File: src/verilog/isd_pkg.sv
// package of constants and carrier types for the isolated sigma-delta bitstream block
package isd_pkg;
   // ------------------------------------------------------------
   // input word format
   // ------------------------------------------------------------
   localparam int          ISD_IN_W        = 16;        // signed differential input width
   localparam int          ISD_ACC_W       = 20;        // integrator width, headroom for 2nd order
   // clip level as a signed input code (0x7000, 7/8 of the input word's full scale, stands for +-clip_level)
   localparam logic signed [15:0] ISD_CLIP_CODE = 16'sh7000;
   localparam logic signed [19:0] ISD_FB_POS    = 20'sh07000; // quantizer feedback, +clip
   localparam logic signed [19:0] ISD_FB_NEG    = -20'sh07000; // quantizer feedback, -clip
   localparam logic signed [19:0] ISD_ACC_RST   = 20'sh00000; // integrator value after reset
   // ------------------------------------------------------------
   // marker and timing
   // ------------------------------------------------------------
   localparam int          ISD_MARK_PERIOD = 128;       // clocks between clipped-stream markers
   localparam logic [6:0]  ISD_MARK_RST    = 7'h00;     // marker counter value after reset
   localparam logic [6:0]  ISD_MARK_LAST   = 7'h7F;     // count at which the marker bit goes out
   localparam int          ISD_CLK_HZ      = 10_000_000; // mclk rate
   localparam int          ISD_START_US    = 500;       // analog startup time, microseconds
   localparam int          ISD_START_CYC   = ISD_START_US * (ISD_CLK_HZ / 1_000_000);
   localparam int          ISD_FIFO_W      = 1;         // one bit per stream word
   localparam int          ISD_FIFO_D      = 8;         // stream buffer depth
   // ------------------------------------------------------------
   // carrier types
   // ------------------------------------------------------------
   typedef struct packed {
      logic supplyLost;    // high-side supply absent
      logic cmOver;        // common-mode beyond overvoltage threshold
   } isd_fault_t;
   typedef enum logic [1:0] {
      ISD_ST_START = 2'b00,   // waiting for analog startup
      ISD_ST_RUN   = 2'b01,   // normal modulation
      ISD_ST_FAULT = 2'b11    // fail-safe level forced
   } isd_state_t;
endpackage

File: src/verilog/isd_bitstream.sv
// digital model of an isolated second-order sigma-delta bitstream output
//
// Behaviour
// - one new output bit per rising clock while the filter holds bitReady high
// - single-bit quantizer in second-order loop
// - ones density equals (vin+clip)/(2*clip)
// - at negative clip: zeros, one every 128
// - at positive clip: ones, zero every 128
// - supply lost drives output constant low
// - common-mode overvoltage drives output constant high
// - supply loss wins over overvoltage
// - output valid after about 500 us startup
// - modulator runs on the same supplied clock
`timescale 1ns/1ps
`default_nettype none
module isd_bitstream
   import isd_pkg::*;
#(
   parameter int START_CYC = ISD_START_CYC   // analog startup, shorten in simulation
) (
   // clock and reset
   input  wire logic                       mclk,
   input  wire logic                       rst_n,
   // analog side, sampled words and fault pins
   input  wire logic signed [ISD_IN_W-1:0] analogIn,    // analog_in_pos minus analog_in_neg
   input  wire logic                       supplyOk,    // high_side_supply present (pin)
   input  wire logic                       cmOverPin,   // beyond common_mode_overvoltage_threshold
   // bitstream towards the decimation filter
   output logic                            bitOut,      // serial bitstream
   output logic                            bitValid,    // a bit was launched this cycle
   input  wire logic                       bitReady,    // filter accepts bits
   output logic                            startDone    // startup elapsed and block in run mode, one cycle late
);
   // ------------------------------------------------------------
   // pin synchronisers
   // ------------------------------------------------------------
   logic [1:0] supSync;   // supply-present two-stage sync
   logic [1:0] cmSync;    // overvoltage two-stage sync
   // both fault pins come from the analog side across the barrier, so they are
   // asynchronous to mclk; a clean level costs two cycles of latency
   // reset values read as supply absent, so the output stays low at power-up
   // stage 0 feeds only stage 1; logic reads stage 1
   always_ff @(posedge mclk or negedge rst_n) begin
      if (!rst_n) begin
         supSync <= 2'h0;
         cmSync  <= 2'h0;
      end else begin
         supSync <= {supSync[0], supplyOk};
         cmSync  <= {cmSync[0], cmOverPin};
      end
   end
   isd_fault_t fault;     // synchronised fault levels
   assign fault.supplyLost = !supSync[1];
   assign fault.cmOver     = cmSync[1];

   // ------------------------------------------------------------
   // startup timer and state
   // ------------------------------------------------------------
   localparam int SW = $clog2(START_CYC + 1);
   logic [SW-1:0] startCnt;       // cycles since supply came up
   isd_state_t    state;          // block mode
   isd_state_t    next_state;
   wire           startFull = (startCnt == SW'(START_CYC));
   // the timer stands in for the analog settling time; it stops at full, so
   // startFull stays a plain level while the modulator runs
   // timer restarts whenever the supply is lost, since analog must settle again
   always_ff @(posedge mclk or negedge rst_n) begin
      if (!rst_n) begin
         startCnt <= '0;
      end else if (fault.supplyLost) begin
         startCnt <= '0;
      end else if (!startFull) begin
         startCnt <= startCnt + 1'b1;
      end
   end
   // mode selection: supply loss first, then overvoltage
   always_comb begin
      case (state)
         ISD_ST_START: next_state = fault.supplyLost ? ISD_ST_FAULT :
                                    startFull ? ISD_ST_RUN : ISD_ST_START;
         ISD_ST_RUN:   next_state = (fault.supplyLost || fault.cmOver) ? ISD_ST_FAULT
                                                                         : ISD_ST_RUN;
         ISD_ST_FAULT: next_state = fault.supplyLost ? ISD_ST_FAULT :
                                    fault.cmOver ? ISD_ST_FAULT : ISD_ST_START;
         default:      next_state = ISD_ST_START;
      endcase
   end
   always_ff @(posedge mclk or negedge rst_n) begin
      if (!rst_n) state <= ISD_ST_START;
      else        state <= next_state;
   end

   // ------------------------------------------------------------
   // second-order modulator loop
   // ------------------------------------------------------------
   // loop: i1 += x - y, i2 += i1 - y, y = sign(i2); this gives a signal
   // transfer of one and a noise transfer of (1 - z^-1)^2
   // limitation: a one-bit second-order loop loses stability close to the
   // clip level, so inputs just inside it may show extra tones
   // integrators carry four spare bits so the loop never wraps in range
   // both integrators share mclk, so sampling stays locked to the output bits
   logic signed [ISD_ACC_W-1:0] integ1;   // first integrator
   logic signed [ISD_ACC_W-1:0] integ2;   // second integrator
   logic                        quantBit; // last quantizer decision
   wire signed [ISD_ACC_W-1:0]  inExt  = ISD_ACC_W'(analogIn);
   wire signed [ISD_ACC_W-1:0]  fb     = quantBit ? ISD_FB_POS : ISD_FB_NEG;
   wire signed [ISD_ACC_W-1:0]  next_i1 = integ1 + inExt - fb;
   wire signed [ISD_ACC_W-1:0]  next_i2 = integ2 + next_i1 - fb;
   wire                         next_q  = !next_i2[ISD_ACC_W-1];  // one comparator
   wire                         clipPos = (analogIn >= ISD_CLIP_CODE);
   wire                         clipNeg = (analogIn <= -ISD_CLIP_CODE);
   wire                         running = (state == ISD_ST_RUN);
   // loop held in reset outside run, so it restarts clean after a fault
   always_ff @(posedge mclk or negedge rst_n) begin
      if (!rst_n) begin
         integ1   <= ISD_ACC_RST;
         integ2   <= ISD_ACC_RST;
         quantBit <= 1'b0;
      end else if (!running || clipPos || clipNeg) begin
         integ1   <= ISD_ACC_RST;
         integ2   <= ISD_ACC_RST;
         quantBit <= 1'b0;
      end else begin
         integ1   <= next_i1;
         integ2   <= next_i2;
         quantBit <= next_q;
      end
   end

   // ------------------------------------------------------------
   // clip marker counter
   // ------------------------------------------------------------
   // never held or cleared by mode changes, so the marker phase stays fixed
   // and a decimator can lock on it
   logic [6:0] markCnt;           // free-running, wraps every 128 clocks
   always_ff @(posedge mclk or negedge rst_n) begin
      if (!rst_n) markCnt <= ISD_MARK_RST;
      else        markCnt <= markCnt + 7'h01;
   end
   wire markNow = (markCnt == ISD_MARK_LAST);

   // ------------------------------------------------------------
   // output bit selection
   // ------------------------------------------------------------
   // the fail-safe levels bypass the mode so they reach the pin even while
   // the startup timer runs
   // priority: supply loss low, overvoltage high, clipping, modulator
   wire runBit  = clipPos ? !markNow :
                  clipNeg ? markNow :
                  next_q;
   wire next_bit = fault.supplyLost ? 1'b0 :
                   fault.cmOver ? 1'b1 :
                   running ? runBit : 1'b0;
   // the stream buffer decouples a stalling filter from the bit clock
   logic fifoReady;               // buffer can take a bit
   logic fifoValid;
   logic fifoBit;
   isd_fifo #(
      .WIDTH (ISD_FIFO_W),
      .DEPTH (ISD_FIFO_D)
   ) u_fifo (
      .mclk     (mclk),
      .rst_n    (rst_n),
      .inValid  (1'b1),
      .inReady  (fifoReady),
      .inData   (next_bit),
      .outValid (fifoValid),
      .outReady (bitReady),
      .outData  (fifoBit)
   );
   wire  popNow = fifoValid && bitReady;   // a bit leaves the buffer this edge
   // at most one bit launched per rising edge, only on a pop; a full buffer drops the new bit
   // bitOut only moves on a pop, so it never shows an unwritten buffer slot
   always_ff @(posedge mclk or negedge rst_n) begin
      if (!rst_n) begin
         bitOut    <= 1'b0;
         bitValid  <= 1'b0;
         startDone <= 1'b0;
      end else begin
         if (popNow) begin
            bitOut <= fifoBit;
         end
         bitValid  <= popNow;
         startDone <= running;
      end
   end

   // ------------------------------------------------------------
   // checks
   // ------------------------------------------------------------
   // all properties sample on mclk and stay quiet while reset is held
   // supply loss reaches the fault mode on the next edge
   property p_supply_low;
      @(posedge mclk) disable iff (!rst_n)
      fault.supplyLost |=> (state == ISD_ST_FAULT) && !running;
   endproperty
   a_supply_low: assert property (p_supply_low) else $error("supply loss not forcing fault");
   // both faults at once: the low level wins
   property p_supply_prio;
      @(posedge mclk) disable iff (!rst_n)
      (fault.supplyLost && fault.cmOver) |-> !next_bit;
   endproperty
   a_supply_prio: assert property (p_supply_prio) else $error("overvoltage beat supply loss");
   // overvoltage alone forces a high level
   property p_cm_high;
      @(posedge mclk) disable iff (!rst_n)
      (!fault.supplyLost && fault.cmOver) |-> next_bit;
   endproperty
   a_cm_high: assert property (p_cm_high) else $error("overvoltage not high");
   // negative clip: zeros with the marker one
   property p_mark_neg;
      @(posedge mclk) disable iff (!rst_n)
      (running && clipNeg && !fault.supplyLost && !fault.cmOver) |-> (next_bit == markNow);
   endproperty
   a_mark_neg: assert property (p_mark_neg) else $error("negative clip marker wrong");
   // positive clip: ones with the marker zero
   property p_mark_pos;
      @(posedge mclk) disable iff (!rst_n)
      (running && clipPos && !fault.supplyLost && !fault.cmOver) |-> (next_bit != markNow);
   endproperty
   a_mark_pos: assert property (p_mark_pos) else $error("positive clip marker wrong");
   // no second marker in the eight clocks after a marker
   property p_mark_period;
      @(posedge mclk) disable iff (!rst_n)
      markNow |=> !markNow [*8];
   endproperty
   a_mark_period: assert property (p_mark_period) else $error("marker repeats too soon");
   // no run before the startup timer is full
   property p_start_wait;
      @(posedge mclk) disable iff (!rst_n)
      (state == ISD_ST_START && !startFull) |=> !running;
   endproperty
   a_start_wait: assert property (p_start_wait) else $error("ran before startup");
   // every pop shows on the pins one edge later
   property p_launch;
      @(posedge mclk) disable iff (!rst_n)
      (fifoValid && bitReady) |=> bitValid && (bitOut == $past(fifoBit));
   endproperty
   a_launch: assert property (p_launch) else $error("bit not launched");
   // each unclipped run cycle yields exactly one quantizer decision
   property p_one_decision;
      @(posedge mclk) disable iff (!rst_n)
      (running && !clipPos && !clipNeg) |=> (quantBit == !$past(next_i2[ISD_ACC_W-1]));
   endproperty
   a_one_decision: assert property (p_one_decision) else $error("quantizer decision lost");

   // startDone mirrors the run mode one cycle late
   property p_start_flag;
      @(posedge mclk) disable iff (!rst_n)
      1'b1 |=> (startDone == $past(running));
   endproperty
   a_start_flag: assert property (p_start_flag) else $error("startDone off");

   // a full timer in the start mode enters run on the next edge
   property p_run_entry;
      @(posedge mclk) disable iff (!rst_n)
      (state == ISD_ST_START && startFull && !fault.supplyLost) |=> running;
   endproperty
   a_run_entry: assert property (p_run_entry) else $error("run not entered");

   // a supply loss restarts the settling time
   property p_start_clear;
      @(posedge mclk) disable iff (!rst_n)
      fault.supplyLost |=> (startCnt == '0);
   endproperty
   a_start_clear: assert property (p_start_clear) else $error("startup timer kept");

   // overvoltage keeps the block in the fault mode
   property p_cm_hold;
      @(posedge mclk) disable iff (!rst_n)
      (state == ISD_ST_FAULT && fault.cmOver) |=> (state == ISD_ST_FAULT);
   endproperty
   a_cm_hold: assert property (p_cm_hold) else $error("fault left under overvoltage");

   // the marker counter wraps straight after the marker count
   property p_mark_wrap;
      @(posedge mclk) disable iff (!rst_n)
      markNow |=> (markCnt == ISD_MARK_RST);
   endproperty
   a_mark_wrap: assert property (p_mark_wrap) else $error("marker counter not wrapping");

   // without faults the stream stays low until the modulator runs
   property p_idle_low;
      @(posedge mclk) disable iff (!rst_n)
      (!running && !fault.supplyLost && !fault.cmOver) |-> !next_bit;
   endproperty
   a_idle_low: assert property (p_idle_low) else $error("output not low at startup");

   // clipping holds the loop cleared, so it restarts clean in range
   property p_clip_hold;
      @(posedge mclk) disable iff (!rst_n)
      (clipPos || clipNeg) |=> (integ1 == ISD_ACC_RST) && (integ2 == ISD_ACC_RST);
   endproperty
   a_clip_hold: assert property (p_clip_hold) else $error("loop not held in clip");

   // no pop: no new bit and the pin keeps its level
   property p_no_pop;
      @(posedge mclk) disable iff (!rst_n)
      !popNow |=> !bitValid && $stable(bitOut);
   endproperty
   a_no_pop: assert property (p_no_pop) else $error("bit launched without pop");

   // a full buffer stays full while the filter stalls
   property p_full_stall;
      @(posedge mclk) disable iff (!rst_n)
      (!fifoReady && !bitReady) |=> !fifoReady;
   endproperty
   a_full_stall: assert property (p_full_stall) else $error("buffer drained in stall");
endmodule
`default_nettype wire

File: src/verilog/isd_fifo.sv
// parameterised valid/ready stream buffer
`timescale 1ns/1ps
`default_nettype none
module isd_fifo #(
   parameter int WIDTH = 1,
   parameter int DEPTH = 8
) (
   // clock and reset
   input  wire logic             mclk,
   input  wire logic             rst_n,
   // fill side
   input  wire logic             inValid,
   output var  logic             inReady,
   input  wire logic [WIDTH-1:0] inData,
   // drain side
   output var  logic             outValid,
   input  wire logic             outReady,
   output var  logic [WIDTH-1:0] outData
);
   localparam int AW = $clog2(DEPTH);
   // ------------------------------------------------------------
   // storage and pointers
   // ------------------------------------------------------------
   logic [WIDTH-1:0] mem [DEPTH];    // word store
   logic [AW-1:0]    wrPtr;          // next write slot
   logic [AW-1:0]    rdPtr;          // next read slot
   logic [AW:0]      count;          // words held
   wire              doWrite = inValid && inReady;
   wire              doRead  = outValid && outReady;
   // honest flags straight from the count
   assign inReady  = (count != (AW+1)'(DEPTH));
   assign outValid = (count != '0);
   assign outData  = mem[rdPtr];
   // write port, memory holds no reset
   always_ff @(posedge mclk) begin
      if (doWrite) begin
         mem[wrPtr] <= inData;
      end
   end
   // pointers wrap at depth
   always_ff @(posedge mclk or negedge rst_n) begin
      if (!rst_n) begin
         wrPtr <= '0;
         rdPtr <= '0;
         count <= '0;
      end else begin
         if (doWrite) wrPtr <= (wrPtr == AW'(DEPTH-1)) ? '0 : wrPtr + 1'b1;
         if (doRead)  rdPtr <= (rdPtr == AW'(DEPTH-1)) ? '0 : rdPtr + 1'b1;
         count <= count + (AW+1)'(doWrite) - (AW+1)'(doRead);
      end
   end
endmodule
`default_nettype wire

File: config.mk
export PLATFORM = sky130hd
export DESIGN_NAME = isd_bitstream
export DESIGN_NICKNAME = d
export VERILOG_FILES = /design/src/verilog/isd_pkg.sv /design/src/verilog/isd_bitstream.sv /design/src/verilog/isd_fifo.sv
export SDC_FILE = /design/constraint.sdc
export NUM_CORES = 1
export LEC_CHECK = 0
export BUFFER_PORTS_ARGS = -buffer_cell sky130_fd_sc_hd__buf_2
export CELL_PAD_IN_SITES_DETAIL_PLACEMENT = 0
export CELL_PAD_IN_SITES_GLOBAL_PLACEMENT = 1
export CORE_MARGIN = 5
export CORE_UTILIZATION = 40
export CTS_CLUSTER_DIAMETER = 100
export CTS_CLUSTER_SIZE = 12
export DETAILED_ROUTE_END_ITERATION = 8
export PLACE_DENSITY_LB_ADDON = 0.1
export SYNTH_ARGS = -nofsm -noshare
export SYNTH_HDL_FRONTEND = slang
export SYNTH_SLANG_ARGS = --single-unit
File: constraint.sdc
create_clock -name mclk -period 4.4 [get_ports mclk]
set_input_delay 0.22 -clock mclk [delete_from_list [all_inputs] [get_ports mclk]]
set_output_delay 0.22 -clock mclk [all_outputs]
set_load 0.01 [all_outputs]
Word level (Yosys, flattened, before mapping)
Memory sizes are Yosys's and may differ from the RTL's. A register that Yosys moved wholly into a read port is not among the register bits.
Index checks and enable logic that the tools add are counted.
- add/sub/neg operators: 10
- multiply operators: 0
- divide/modulo/power cells: 0
- $lt $le $gt $ge: 2
- eq/ne operators: 8
- shift operators: 0
- mux-type cells: 21
- bitwise gates (word level): 0
- reduce and logical (&&, ||, !) cells: 11
- operators by type and width (cell ; number):
    20-bit two-way mux ; 3
    20-bit subtractor ; 2
    13-bit two-way mux ; 2
    20-bit by 16-bit adder with 20-bit output ; 1
    20-bit adder ; 1
    16-bit >= comparator (second input constant) ; 1
    16-bit less-or-equal comparator (second input constant) ; 1
    13-bit by 1-bit adder with 13-bit output (second input constant) ; 1
    13-bit equality test (second input constant) ; 1
    1-bit two-way mux ; 9
    2-bit two-way mux ; 4
    7-bit by 1-bit adder with 7-bit output (second input constant) ; 1
    7-bit equality test (second input constant) ; 1
    3-bit by 1-bit adder with 3-bit output (second input constant) ; 2
    3-bit equality test (second input constant) ; 2
    3-bit two-way mux ; 2
    2-bit case mux with 3 select lines ; 1
    1-bit logical NOT ; 5
    4-bit by 1-bit adder with 4-bit output ; 1
    4-bit != test (second input constant) ; 1
    4-bit nonzero test ; 1
    4-bit by 1-bit subtractor with 4-bit output ; 1
    1-bit logical OR ; 3
    2-bit by 1-bit equality test with 1-bit output (second input constant) ; 1
    4 further kinds ; 4
- register bits: 79
- bits in latches: 0
- RAM bits: 8
- bits in read-only memories: 0
- input port bits: 21
- output and inout bits: 3
- logic and storage cells: 66
- memories: 1
- memories (memory ; words ; width ; rd ports ; clocked after Yosys merged registers in ; wr ports ; RTL line ; source):
    u_fifo.mem ; 8 ; 1 ; 1 ; 1 ; 1 ; isd_fifo.sv:24 ; logic [WIDTH-1:0] mem [DEPTH];

Longest topological paths before layout
- depth after elaboration: 10
- depth in mapped cells: 23
- depth with buffers taken out: 22

Modules after synthesis
From an unflattened synthesis, not the netlist that was laid out.
- cells, all modules: 623
- area, all modules: 6029.5 µm²
- modules (own cells, without submodules) (module ; instances ; cells an instance ; area each (µm²) ; sequential area each (µm²)):
    isd_bitstream ; 1 ; 556 ; 5102.4 ; 1751.7
    isd_fifo ; 1 ; 67 ; 927.1 ; 490.5

Worst setup path before layout
OpenSTA, ideal clock, no wires.
- kind: register -> register
- start point: reg quantBit
- end point: mem u_fifo.mem[0] (data pin)
- library setup time: 323 ps
- arrival: 4013 ps
- data required time: 4077 ps
- slack: 63 ps
- cell stages (with the launch flop): 17
- path buffers: 0
- clock period less this slack: 4337 ps
- path through: dfrtp_1 inv_1 fa_1 ha_1 a21o_1 a21oi_1 a21boi_1 o21ai_0 o31a_1 fa_1 ha_1 inv_1 o21bai_1 nand3_1 o21ai_2 xnor2_2 o221ai_1
- word-level cells in the longest chain between the ends: 10
- RTL lines (what ; RTL line ; source):
    from (decl) ; isd_bitstream.sv:104 ; logic quantBit;
    from (signal assigned) ; isd_bitstream.sv:126 ; quantBit <= next_q;
    20-bit two-way mux * ; isd_bitstream.sv:106 ; wire signed [ISD_ACC_W-1:0] fb = quantBit ? ISD_FB_POS : ISD_FB_NEG;
    20-bit subtractor ; isd_bitstream.sv:107 ; wire signed [ISD_ACC_W-1:0] next_i1 = integ1 + inExt - fb;
    20-bit adder ; isd_bitstream.sv:108 ; wire signed [ISD_ACC_W-1:0] next_i2 = integ2 + next_i1 - fb;
    20-bit subtractor * ; isd_bitstream.sv:108 ;
    1-bit logical NOT * ; isd_bitstream.sv:109 ; wire next_q = !next_i2[ISD_ACC_W-1];
    1-bit two-way mux * ; isd_bitstream.sv:149 ; clipNeg ? markNow :
    1-bit two-way mux * ; isd_bitstream.sv:148 ; wire runBit = clipPos ? !markNow :
    1-bit two-way mux * ; isd_bitstream.sv:153 ; running ? runBit : 1'b0;
    1-bit two-way mux * ; isd_bitstream.sv:152 ; fault.cmOver ? 1'b1 :
    1-bit two-way mux * ; isd_bitstream.sv:151 ; wire next_bit = fault.supplyLost ? 1'b0 :
    named net next_bit ; isd_bitstream.sv:151 ;
    to (decl) ; isd_fifo.sv:24 ;
The timed path passes the listed nets; every way through them passes the cells marked *.

Worst setup path in the final report
- start point: reg integ1[11]
- end point: mem u_fifo.mem[5] (data pin)
- word-level cells in the longest chain between the ends: 10
- RTL lines (what ; RTL line ; source):
    from (decl) ; isd_bitstream.sv:102 ; logic signed [ISD_ACC_W-1:0] integ1;
    from (signal assigned) ; isd_bitstream.sv:124 ; integ1 <= next_i1;
    20-bit by 16-bit adder with 20-bit output ; isd_bitstream.sv:107 ;
    20-bit subtractor ; isd_bitstream.sv:107 ;
    20-bit adder ; isd_bitstream.sv:108 ;
    20-bit subtractor ; isd_bitstream.sv:108 ;
    1-bit logical NOT ; isd_bitstream.sv:109 ;
    1-bit two-way mux ; isd_bitstream.sv:149 ;
    1-bit two-way mux ; isd_bitstream.sv:148 ;
    1-bit two-way mux ; isd_bitstream.sv:153 ;
    1-bit two-way mux ; isd_bitstream.sv:152 ;
    1-bit two-way mux ; isd_bitstream.sv:151 ;
    named net next_bit ; isd_bitstream.sv:151 ;
The timed path passes the listed nets, and every way through them passes these cells.

==> impl_metrics.yaml <==
run_status:
  result_of_the_run: "complete, no violations"
global_routing:
  grtUsageTotal_pct: 15.2
  gr-total-overflow: 0
  initial_antenna_violation_count: 0
  grt_first_pass_wirelength_mm: 21.9
  grt_start_max_net_pins: 53
  first_global_vias: 4592
timing:
  fin_ws_ns: 0.106
  clock.fmax_mhz: 233
  hold_violations: 0
  min_period_ns: 4.29
  tightestPinTransition_ns: 0.684
  setup_viol_count_final: 0
  worst_clock_skew_ns: 0.00859
  max_slew_margin_pct: 54.4
  period_share_pct: 97.6
  timing_max_transition_violations_final: 0
  grt_setup_unrepaired: "yes"
  fin_setup_tns_ns: 0
detailed_routing:
  drt-wirelength-per-cell_um: 14.0
  vias_per_cell: 4.90
  drt-total-wl_mm: 13.0
  first_pass_iters: 4
  postRouteAntennaNets: 0
  drt_first_iter_violations: 151
  drc: 0
  dr_total_vias: 4552
yosys:
  synthesis.area_per_instance_sq_um: 9.30
  postSynth.topFlopCell: "dfrtp_1"
  ys_ff_latch: 88
  number_of_warnings_issued_by_yosys: 0
  synth_cell_types: 61
  portion_of_the_post_synthesis_area_used_by_sequential_elements_pct: 36.8
  synthesis.nets: 766
  synthesis.area_sq_mm: 0.00610
  synth-edff-count: 8
  synth_cells: 656
  asyncSetResetFlopFracSynth_pct: 90.9
cells_and_area:
  fillers: 1447
  final_area_sq_mm: 0.00744
  layout-area-overhead-vs-synth_pct: 21.9
  antenna_cells_inserted: 0
  layout-drive-gt1-share_pct: 20.4
  net_total_in_the_final_layout: 846
clocking:
  cell_at_the_root_of_the_clock_tree: "clkbuf_16"
  clkLatencyLatePin_ns: 0.35
  clkSlewWorstSetupHoldPaths_ns: 0.07
  cts.htree.levels: 3
  cts_tree: "yes"
  tritoncts.num_buffers: 9
  cts.sinks: 88
  clock_path_buffers: 2
run:
  drv_cap: 0
floorplanning:
  die_x_um: 134
  die_area_sq_mm: 0.0178
  core_region_area_sq_mm: 0.0151
  rows: 45
  dieHeight_um: 134
  floorplan.initialDensity_pct: 40.4
  top_level_ports: 24
critical_path:
  critPathKind: "reg2reg"
  crit_path_max_fanout: 8
  timing.critical_path.arrival_ns: 4.35
  critPathCaptureType: "register"
  crit_path_start: "integ1[11]"
  timing.rr.start: "integ1[11]"
  startpoint_type: "register"
  cp_data_required_time_ns: 4.46
place:
  dp.final_hpwl_mm: 9.74
  globalplace.congestion: 0.799
  place_worst_setup_slack_ns: -0.267
  dpl-instance-area_sq_mm: 0.00671
  port-buffer-count: 23
hold_path:
  min_from: "analogIn[0]"
  kind_of_path_behind_the_tightest_hold_check: "in2reg"
layer usage:
| layer | up-vias | track usage [%] | wire length (um) |
|---|---|---|---|
| met5 | - | 0 | 0 |
| met4 | 0 | 4.06 | 150 |
| met3 | 12 | 3.44 | 338 |
| met2 | 46 | 23.4 | 5860 |
| met1 | 2158 | 21.6 | 6640 |
| li1 | 2336 | - | - |
kinds of logic (layout without fill, tap and decap cells):
group,count (synthesis),after routing,share of synthesized area (%)
AO/OA/AOI/OAI,119,119,13.2
XOR/XNOR,46,46,6.73
adder cells (fa/ha/maj),89,89,19.9
buffers and inverters,123,208,7.59
flip-flops,88,88,36.8
multiplexers,5,5,1.27
AND/OR/NAND/NOR,186,186,14.6
metrics by stage:
| stage | hold WS [ns] | utilization [%] | cells |
|---|---|---|---|
| global route | 0.263 | 49.3 | 929 |
| global placement | 0.174 | 44.5 | 898 |
| CTS | 0.230 | 46.6 | 917 |
| detailed placement | 0.173 | 44.5 | 898 |
| floorplan | -0.0756 | - | 656 |
| finish | 0.239 | 49.3 | 929 |
cell type report:
| class | instances | area (sq um) | share of cell area [%] |
|---|---|---|---|
| tap | 188 | 235 | 3.16 |
| inverter | 117 | 439 | 5.90 |
| clock buffer | 11 | 243 | 3.26 |
| clock inverter | 5 | 40.0 | 0.538 |
| timing repair buffer | 75 | 523 | 7.03 |
| multi-input combinational | 445 | 3720 | 50.0 |
| sequential | 88 | 2240 | 30.1 |
flip-flops by register name (all words and copies together), names as in the netlist:
register and flops:
u_fifo.mem 8, u_fifo.wrPtr 3, u_fifo.rdPtr 3, startCnt 13, cmSync 2, quantBit 1, supSync 2, integ1 20
u_fifo.count 4, bitOut 1, startDone 1, bitValid 1, markCnt 7, state 2, integ2 20
repair_timing:
| action | 4_1_cts | 5_1_grt |
|---|---|---|
| buffers inserted | 0 | 12 |
| resized for setup | 4 | 55 |
| endpoints found under the hold margin | 30 | 0 |
| pin swaps | 1 | 33 |
| hold buffers | 3 | 0 |
| setup endpoints to repair | 10 | 14 |
synth_stat cells (5+ instances only):
master	n	area [sq um]
inv_1	116	435
dfrtp_1	80	2000
ha_1	76	951
nor2_1	70	263
a21oi_1	42	210
nand2_1	38	143
xnor2_1	23	201
xor2_1	22	193
a21o_1	14	105
o21ai_0	14	70.1
fa_1	13	260
nand3_1	13	65.1
nor3_1	12	60.1
nand2b_1	9	56.3
and2_1	8	50.1
edfxtp_1	8	240
nand4_1	8	50.1
and3_1	7	43.8
o21ai_1	7	35.0
o21a_1	6	45.0
clkbuf_1	5	18.8
nor4_1	5	31.3
or3_1	5	31.3
layout by cell type, fill, tap and decap left out, types with 5 or more instances in the layout:
cell and count:
nand2_1 37, o21ai_0 11, nor2_1 67, nand3_1 13, or3_1 5, buf_4 48
o21ai_1 6, a21oi_1 35, nand2b_1 9, clkbuf_16 9, nor3_1 12, ha_1 61
inv_2 5, buf_2 22, xor2_1 19, and3_1 7, xnor2_1 20, a21oi_2 7
inv_1 111, and2_1 8, a21o_1 14, o21a_1 6, dfrtp_1 80, edfxtp_1 8
fa_1 13, nand4_1 8, ha_4 12, o21ai_2 7
path summary, 6_finish.rpt:
| check | slack, ns | cells past startpoint | to |
|---|---|---|---|
| hold reg to reg | 0.36 | 0 | cmSync[1] |
| min in group asynchronous | 0.34 | 2 | integ1[2] |
| hold / removal | 0.24 | 3 | integ1[0] |
| setup reg to reg | 0.11 | 22 | u_fifo.mem[5] |
| setup / recovery | 0.11 | 22 | u_fifo.mem[5] |
| max in group asynchronous | 3.03 | 3 | bitOut |
critical path, cell delays in order (launching register included):
cell and delay, ns:
dfrtp_1 0.32, inv_1 0.04, ha_1 0.26, inv_1 0.04, ha_1 0.29, buf_4 0.13
nand3_1 0.07, o211ai_1 0.30, nor2_1 0.12, o31ai_2 0.10, a21oi_1 0.13, xor2_1 0.20
fa_1 0.50, inv_1 0.07, ha_4 0.26, nand4_1 0.13, nor3_1 0.19, and3_1 0.20
a21oi_2 0.07, o21ai_2 0.16, xnor2_2 0.12, nand3b_1 0.15, o221ai_4 0.15
Power is not shown: default switching activity piles up to over one toggle a cycle in this logic, so the estimate is an artifact.
